[src/rtl/svd_pkg.sv]
/*
  constants for the supply voltage detector control block: register
  offsets, field positions, reset values and timing counts.
  assumes a 250 mhz system clock and an 8-bit register port.
*/
package svd_pkg;
  // ****************************************
  // register map
  // ****************************************
  localparam logic [3:0] detector_control_off    = 4'h0;
  localparam logic [3:0] trip_level_register_off = 4'h1;
  localparam logic [3:0] event_status_off        = 4'h2;
  // ****************************************
  // field positions
  // ****************************************
  localparam int enable_bit       = 7;
  localparam int compare_bit      = 5;
  localparam int ready_bit        = 4;
  localparam int rising_bit       = 1;
  localparam int falling_bit      = 0;
  localparam int event_bit        = 0;
  localparam int level_w          = 4;
  localparam logic [3:0] level_reserved = 4'hf;
  // ****************************************
  // reset values
  // ****************************************
  localparam logic [7:0] control_rst = 8'h00;
  localparam logic [3:0] level_rst   = 4'h0;
  // ****************************************
  // timing
  // ****************************************
  localparam int clk_mhz        = 250;
  localparam int settle_ns      = 20;
  localparam int settle_cycles  = (settle_ns * clk_mhz) / 1000;
  localparam int settle_w       = 8;
endpackage

[src/rtl/svd_sync.sv]
/*
  two-flip-flop synchroniser for the analog comparator and reference
  levels. assumes inputs are asynchronous levels and clk is free running.
*/
module svd_sync (
  input  wire logic clk,
  input  wire logic srst,
  input  wire logic async_in,
  output logic      sync_out
);
  logic meta_ff;
  // ****************************************
  // first stage read only by second stage
  // ****************************************
  always_ff @(posedge clk) begin
    if (srst) begin
      meta_ff  <= 1'b0;
      sync_out <= 1'b0;
    end else begin
      meta_ff  <= async_in;
      sync_out <= meta_ff;
    end
  end
endmodule // svd_sync

[src/rtl/supply_voltage_detect_ctrl.sv]
/*
  control and status logic for the supply voltage detector.
  assumes the analog comparator, divider and reference sit outside and
  drive asynchronous levels; por marks power-on reset apart from srst.
*/
module supply_voltage_detect_ctrl
  import svd_pkg::*;
(
  input  wire logic        clk,
  input  wire logic        srst,
  input  wire logic        por,
  input  wire logic [3:0]  addr,
  input  wire logic [7:0]  wdata,
  input  wire logic        wr,
  input  wire logic        rd,
  output logic      [7:0]  rdata,
  input  wire logic        cmp_low,
  input  wire logic        ref_stable,
  input  wire logic        freeze,
  input  wire logic        sleep,
  output logic             detector_power,
  output logic      [3:0]  level_sel,
  output logic             detect_event_flag,
  output logic             wake
);
  import svd_pkg::*;

  logic       enable_ff;
  logic       rising_ff;
  logic       falling_ff;
  logic [3:0] level_ff;
  logic       ready_ff;
  logic       event_ff;
  logic       cmp_prev_ff;
  logic [settle_w-1:0] settle_ff;
  logic       cmp_s;
  logic       ref_s;
  logic       rise_hit;
  logic       fall_hit;
  logic       nxt_event;

  // ****************************************
  // input synchronisers
  // ****************************************
  svd_sync u_cmp (
    .clk      (clk),
    .srst     (srst),
    .async_in (cmp_low),
    .sync_out (cmp_s)
  );
  svd_sync u_ref (
    .clk      (clk),
    .srst     (srst),
    .async_in (ref_stable),
    .sync_out (ref_s)
  );

  // ****************************************
  // control register
  // ****************************************
  always_ff @(posedge clk) begin
    if (srst) begin
      enable_ff  <= control_rst[enable_bit];
      rising_ff  <= control_rst[rising_bit];
      falling_ff <= control_rst[falling_bit];
    end else if (wr && addr == detector_control_off) begin
      enable_ff  <= wdata[enable_bit];
      rising_ff  <= wdata[rising_bit];
      falling_ff <= wdata[falling_bit];
    end
  end

  // ****************************************
  // trip level register
  // ****************************************
  always_ff @(posedge clk) begin
    if (por) begin
      level_ff <= level_rst;
    end else if (wr && addr == trip_level_register_off) begin
      level_ff <= wdata[level_w-1:0];
    end
  end

  // ****************************************
  // readiness
  // ****************************************
  // settle count guards against a reference that reports stable too early
  always_ff @(posedge clk) begin
    if (srst || !enable_ff) begin
      settle_ff <= '0;
      ready_ff  <= 1'b0;
    end else if (freeze) begin
      ready_ff <= ready_ff;
    end else if (!ref_s) begin
      settle_ff <= '0;
      ready_ff  <= 1'b0;
    end else if (settle_ff < settle_w'(settle_cycles)) begin
      settle_ff <= settle_ff + 1'b1;
    end else begin
      ready_ff <= 1'b1;
    end
  end

  // ****************************************
  // crossing detection
  // ****************************************
  always_ff @(posedge clk) begin
    if (srst) begin
      cmp_prev_ff <= 1'b0;
    end else begin
      cmp_prev_ff <= cmp_s;
    end
  end

  assign rise_hit = rising_ff && cmp_prev_ff && !cmp_s;
  assign fall_hit = falling_ff && !cmp_prev_ff && cmp_s;

  always_comb begin
    nxt_event = event_ff;
    if (wr && addr == event_status_off && !wdata[event_bit]) begin
      nxt_event = 1'b0;
    end
    if (enable_ff && ready_ff && !freeze && (rise_hit || fall_hit)) begin
      nxt_event = 1'b1;
    end
  end

  always_ff @(posedge clk) begin
    if (srst) begin
      event_ff <= 1'b0;
    end else begin
      event_ff <= nxt_event;
    end
  end

  // ****************************************
  // outputs
  // ****************************************
  always_ff @(posedge clk) begin
    if (srst) begin
      detector_power    <= 1'b0;
      level_sel         <= level_rst;
      detect_event_flag <= 1'b0;
      wake              <= 1'b0;
    end else begin
      detector_power    <= enable_ff;
      level_sel         <= level_ff;
      detect_event_flag <= nxt_event;
      wake              <= sleep && nxt_event && !event_ff;
    end
  end

  // ****************************************
  // read port
  // ****************************************
  always_ff @(posedge clk) begin
    if (srst) begin
      rdata <= 8'h00;
    end else if (rd) begin
      rdata <= 8'h00;
      if (addr == detector_control_off) begin
        rdata[enable_bit]  <= enable_ff;
        rdata[compare_bit] <= cmp_s && enable_ff;
        rdata[ready_bit]   <= ready_ff;
        rdata[rising_bit]  <= rising_ff;
        rdata[falling_bit] <= falling_ff;
      end else if (addr == trip_level_register_off) begin
        rdata[level_w-1:0] <= level_ff;
      end else if (addr == event_status_off) begin
        rdata[event_bit] <= event_ff;
      end
    end else begin
      rdata <= 8'h00;
    end
  end
endmodule // supply_voltage_detect_ctrl

[config.mk]
export PLATFORM = sky130hd
export DESIGN_NAME = supply_voltage_detect_ctrl
export DESIGN_NICKNAME = d
export VERILOG_FILES = /design/src/rtl/svd_pkg.sv /design/src/rtl/svd_sync.sv /design/src/rtl/supply_voltage_detect_ctrl.sv
export SDC_FILE = /design/constraint.sdc
export NUM_CORES = 1
export LEC_CHECK = 0
export ABC_AREA = 1
export BUFFER_PORTS_ARGS = -buffer_cell sky130_fd_sc_hd__buf_4
export CORE_ASPECT_RATIO = 1.25
export CORE_MARGIN = 3
export CORE_UTILIZATION = 51
export DETAILED_ROUTE_END_ITERATION = 16
export PLACE_DENSITY = 0.89
export SYNTH_ARGS = -nofsm -noshare
export SYNTH_HDL_FRONTEND = slang
export SYNTH_HIERARCHICAL = 1
export SYNTH_SLANG_ARGS = --single-unit
[constraint.sdc]
create_clock -name clk -period 1.4 [get_ports clk]
set_input_delay 0.21 -clock clk [delete_from_list [all_inputs] [get_ports clk]]
set_output_delay 0.21 -clock clk [all_outputs]
set_load 0.005 [all_outputs]
=== Yosys cells after proc, flatten, opt, wreduce, memory -nomap -nowiden ===
Index checks and enable logic that the tools add are counted.

* Register bits: 36
* Input bits: 21
* Output and inout bits: 15
* Word-level logic and storage cells: 67

* Reduce and logical (&&, ||, !) cells: 28
* Add/sub/neg operators: 1
* Equal/unequal tests: 4
* Mux-type cells: 10
* Bitwise operators: 4
* $lt $le $gt $ge: 1

{| class="wikitable"
|+ Operators by type and width
! kind !! number
|-
| $mux 8 || 2
|-
| $logic_and 1x1->1 || 14
|-
| $add 8x1->8 const B || 1
|-
| $lt 8x3->1 const B || 1
|-
| $mux 1 || 7
|-
| $logic_not 1->1 || 6
|-
| $eq 4x1->1 const B || 1
|-
| $eq 4x2->1 const B || 1
|-
| $logic_not 4->1 || 1
|-
| $ne 2x2->1 const B || 2
|-
| $not 1->1 || 4
|-
| $reduce_and 2->1 || 2
|-
| $reduce_or 4->1 || 1
|-
| $reduce_or 3->1 || 1
|-
| $logic_or 1x1->1 || 2
|-
| $mux 2 || 1
|-
| $reduce_or 2->1 || 1
|}

=== Longest topological paths before layout ===
* Depth after elaboration: 8
* Gate-level depth with buffers: 9
* Gate-level depth less buffers: 9

=== Hierarchy ===
Netlist, hierarchy kept.

{| class="wikitable"
|+ Modules (own cells, without submodules)
! module !! area each (µm²) !! sequential area each (µm²) !! instances !! cells an instance
|-
| supply_voltage_detect_ctrl || 1270.0 || 620.6 || 1 || 141
|-
| svd_sync || 55.1 || 40.0 || 2 || 6
|}

=== Worst setup path after synthesis ===
Ideal clock, no wire load.

* Kind: flip-flop to flip-flop
* From: register settle_ff[0]
* To: register settle_ff[4]
* Data arrival time: 1.074 ns
* Period minus slack after synthesis: 1.146 ns
* Required time: 1.328 ns
* Setup slack: 0.254 ns
* Setup time: 0.072 ns
* Path buffers: 0
* Stages on the path, launching flop included: 10
* Path through: dfxtp_1 inv_1 ha_1 inv_1 nand2_1 nand2_2 nor2_4 nand2_4 nand2_4 nor3b_2

* Cells in the longest elaborated chain, start to end: 3
* Elaborated cells between the ends (all ways): 6
* Classes of those cells: 1 x add/sub; 1 x order compare; 1 x eq/ne; 2 x mux; 1 x reduce/logical

{| class="wikitable"
|+ Ends and longest elaborated chain
! item !! RTL line !! RTL
|-
| start, declared || supply_voltage_detect_ctrl.sv:35 || <nowiki>logic [settle_w-1:0] settle_ff;</nowiki>
|-
| start signal, assigned || supply_voltage_detect_ctrl.sv:98 || <nowiki>settle_ff <= settle_ff + 1'b1;</nowiki>
|-
| $add 8x1->8 / $lt 8x3->1 (equally long branches) || supply_voltage_detect_ctrl.sv:98, supply_voltage_detect_ctrl.sv:97 ||
|-
| $mux 8 / $ne 2x2->1 (equally long branches) || n/a ||
|-
| $mux 8 / $reduce_and 2->1 (equally long branches) || n/a ||
|}

Several ways; a longest one is shown, not always the timed one. The select of a mux whose other input is x is not followed.
A chain may end at the register's enable or synchronous reset.

=== Worst setup path after layout ===
* From: register settle_ff[0]
* To: register settle_ff[2]

Same word-level chain as after synthesis.

==> results.toml <==
[outcome]
status = "finished, final reports clean"

[clocking]
clock-sinks = 35
clockBufferDepth = 2
cts_tree = "built"
clkLatencyLatePin_ns = 0.34
cts_buffers = 5
h-tree-depth = 2
clk_pin_slew_ns = 0.11
hold_buffers = 0
postCtsSetupRepairBufs = 0
clockRootBuffer = "clkbuf_4"

[worst_setup_path]
r2r_slack_ns = 0.13
cpPeakStageDelay_ns = 0.37
cp.arrival_ns = 1.54
critical_path.endpoint_type = "register"
worstReg2RegStart = "settle_ff[0]"
reg2reg_depth = 9
worst-path-max-fanout = 4
r2r-end = "settle_ff[2]"
cp_common_cell = "inv_1"
critical_path.top_delay_family = "simple AND/OR/NAND/NOR gates"
start_kind = "register"
crit_buf_inv = 2
critical_path_class = "register to register"
crit_slowest_cell = "dfxtp_2"
required_ns = 1.67
path_cells = "inv_1 > ha_1 > inv_1 > nand2_1 > nand2_2 > nor2_4 > nand2_4 > nand3_1 > a21oi_1"

[synth]
synth_nets = 176
synthArstFlopShare = 0
synth_commonest_cells = "dfxtp_1, inv_1, nor2_1, a21oi_1"
yosys_warnings = 6
synthCells = 153
synth_ff_type = "dfxtp_1"
synth_top_area_frac = 0.508
synth_edf_count = 0
yosysMostFrequentCell = "dfxtp_1"
syn_area_mm2 = 0.00138
ys_ff_latch = 35
synth_top_cells_by_area = "dfxtp_1, inv_1, a21oi_1, nor2_1, o21ai_1"
synth_cell_types = 29
syn_avg_cell_area_um2 = 9.02
synth_top_area_cell = "dfxtp_1"
synth_seq_area_share = 0.508

[timing]
fin_crit_sh = 0.906
finClkSkew_ns = 0.0159
fin_tns_setup_ns = 0
period_minus_slack_ns = 1.27
final_max_slew_viol_count = 0
finalHoldViolCount = 0
grt_setup_unrepaired = "no"
fmax_mhz = 788
setup_violations = 0

[die]
die_height_um = 64.2
start_util = 0.552
core_mm2 = 0.00250
die_area_mm2 = 0.00337
ios = 36
num_rows = 20
die_w_um = 52.5

[pwr]
seq_power_share = 0.592
p_switching_mw = 0.402
p_int_mw = 1.31
power_frac_clock = 0.338
sw_frac_of_total = 0.235
peakVddDrop_v = 0.000903
comb_power_share = 0.069
p_leak_nw = 0.735
finalPower_mw = 1.71
cellPowerDensity_mw_per_mm2 = 1000

[placed_design]
placement.io_buffers = 31
gp_congestion = 0.813
dp_hpwl_mm = 1.95

[drt]
drt_first_pass_iters = 4
vias_per_cell = 4.77
vias = 1063
routed_wl_mm = 2.43
wl_per_cell_um = 10.9
antenna_left = 0
drt_iter0_markers = 5
drc_errors = 0

[hold_path]
hold_path.class = "input port to register"
min_delay_path_depth = 3
worstHoldStart = "ref_stable"
min_to = "u_ref/meta_ff"

[cells_and_area]
nets = 212
drive_gt1_frac = 0.358
syn_to_final_growth_pct = 23.5
antenna_cells = 0

[global_route]
track_usage = 0.161
grt_pass1_vias = 993
antenna_found_initial = 0
grt_max_degree = 14
grt-ovfl-total = 0
grt_pass1_wl_mm = 4.02

[job]
maxCapViolations = 0
## logic make-up (layout without fill, tap and decap cells)
group                    after synthesis  count (layout)  synth area share
AO/OA/AOI/OAI                         27              27             0.103
XOR/XNOR                               1               1           0.00635
other                                  1               1           0.00272
flip-flops                            35              35             0.508
AND/OR/NAND/NOR                       57              57             0.270
buffers and inverters                 30              67            0.0916
adder cells (fa/ha/maj)                2               2            0.0181
## power groups by stage
stage / combinational (mW) / clock (mW) / sequential [mW]
after CTS: 0.120 / 0.597 / 1.01
after global routing: 0.132 / 0.642 / 1.01
after floorplan: 0.0647 / 0 / 1.04
after global placement: 0.116 / 0 / 1.04
final: 0.119 / 0.579 / 1.01
after detailed placement: 0.119 / 0 / 1.04
## tightest hold or removal path, cell delays in order
cell and delay, ns:
buf_4 0.07, inv_1 0.03, nor2_1 0.07
## metal layers
layer | share of wire | track usage
met4 | 0.020 | 0.0671
met1 | 0.36 | 0.154
met2 | 0.56 | 0.293
met3 | 0.054 | 0.0629
met5 | 0 | 0
## sequential cells by signal, summed over array words and instances (netlist names)
signal / cells
level_sel: 4
u_ref/sync_out: 1
cmp_prev_ff: 1
rdata: 7
level_ff: 4
u_cmp/meta_ff: 1
u_ref/meta_ff: 1
wake: 1
detector_power: 1
rising_ff: 1
u_cmp/sync_out: 1
ready_ff: 1
detect_event_flag: 1
falling_ff: 1
enable_ff: 1
settle_ff: 8
## per-stage QoR
step                      utilization  hold slack, ns  cells  cell area, um2  setup slack [ns]
after floorplan                     -           0.281    153            1380             0.254
after detailed placement        0.654           0.395    215            1640             0.103
final                           0.681          0.0760    223            1700             0.131
after CTS                       0.681          0.0609    223            1700            0.0757
after global routing            0.681          0.0710    223            1700            0.0421
after global placement          0.654           0.398    215            1640             0.208
## placed cells by master (no fill, tap or decap), types with 2 or more instances in the layout
master / netlist / final
o21ai_0: 2 / 2
clkbuf_4: 0 / 5
nand4_1: 3 / 3
nand3_1: 4 / 4
nor3_2: 2 / 2
o21ai_1: 10 / 10
nor2_2: 3 / 3
nand2_4: 2 / 2
dfxtp_1: 35 / 34
nor2_1: 15 / 15
nor2_4: 4 / 4
inv_2: 2 / 2
nand2_1: 10 / 10
ha_1: 2 / 2
buf_4: 1 / 31
nand2_2: 7 / 7
inv_1: 25 / 25
nor3b_2: 3 / 3
a21oi_1: 12 / 12
## how the worst max path moves through the flow
stage	start	endpoint	slack, ns	cells past startpoint
after global routing	settle_ff[0]	settle_ff[4]	0.04	9
after global placement	settle_ff[0]	settle_ff[5]	0.21	9
final	settle_ff[0]	settle_ff[2]	0.13	9
after detailed placement	settle_ff[0]	settle_ff[2]	0.10	9
after floorplan	settle_ff[0]	settle_ff[4]	0.25	9
after CTS	settle_ff[0]	settle_ff[2]	0.08	9
## final cells by class
type / count / area [um2]
flip-flops and latches: 35 / 702
well taps: 33 / 41.3
inverters: 28 / 108
repair buffers: 31 / 233
multi-input cells: 88 / 553
clock buffers: 6 / 51.3
fillers: 219 / 798
clock inverters: 2 / 16.3
## timing repair
| action | 4_1_cts | 5_1_grt |
|---|---|---|
| endpoints found under the setup margin | 0 | 2 |
| hold endpoints to repair | 0 | 0 |
| resized for setup | 0 | 1 |
No activity file was read; power rests on OpenSTA's default activity.
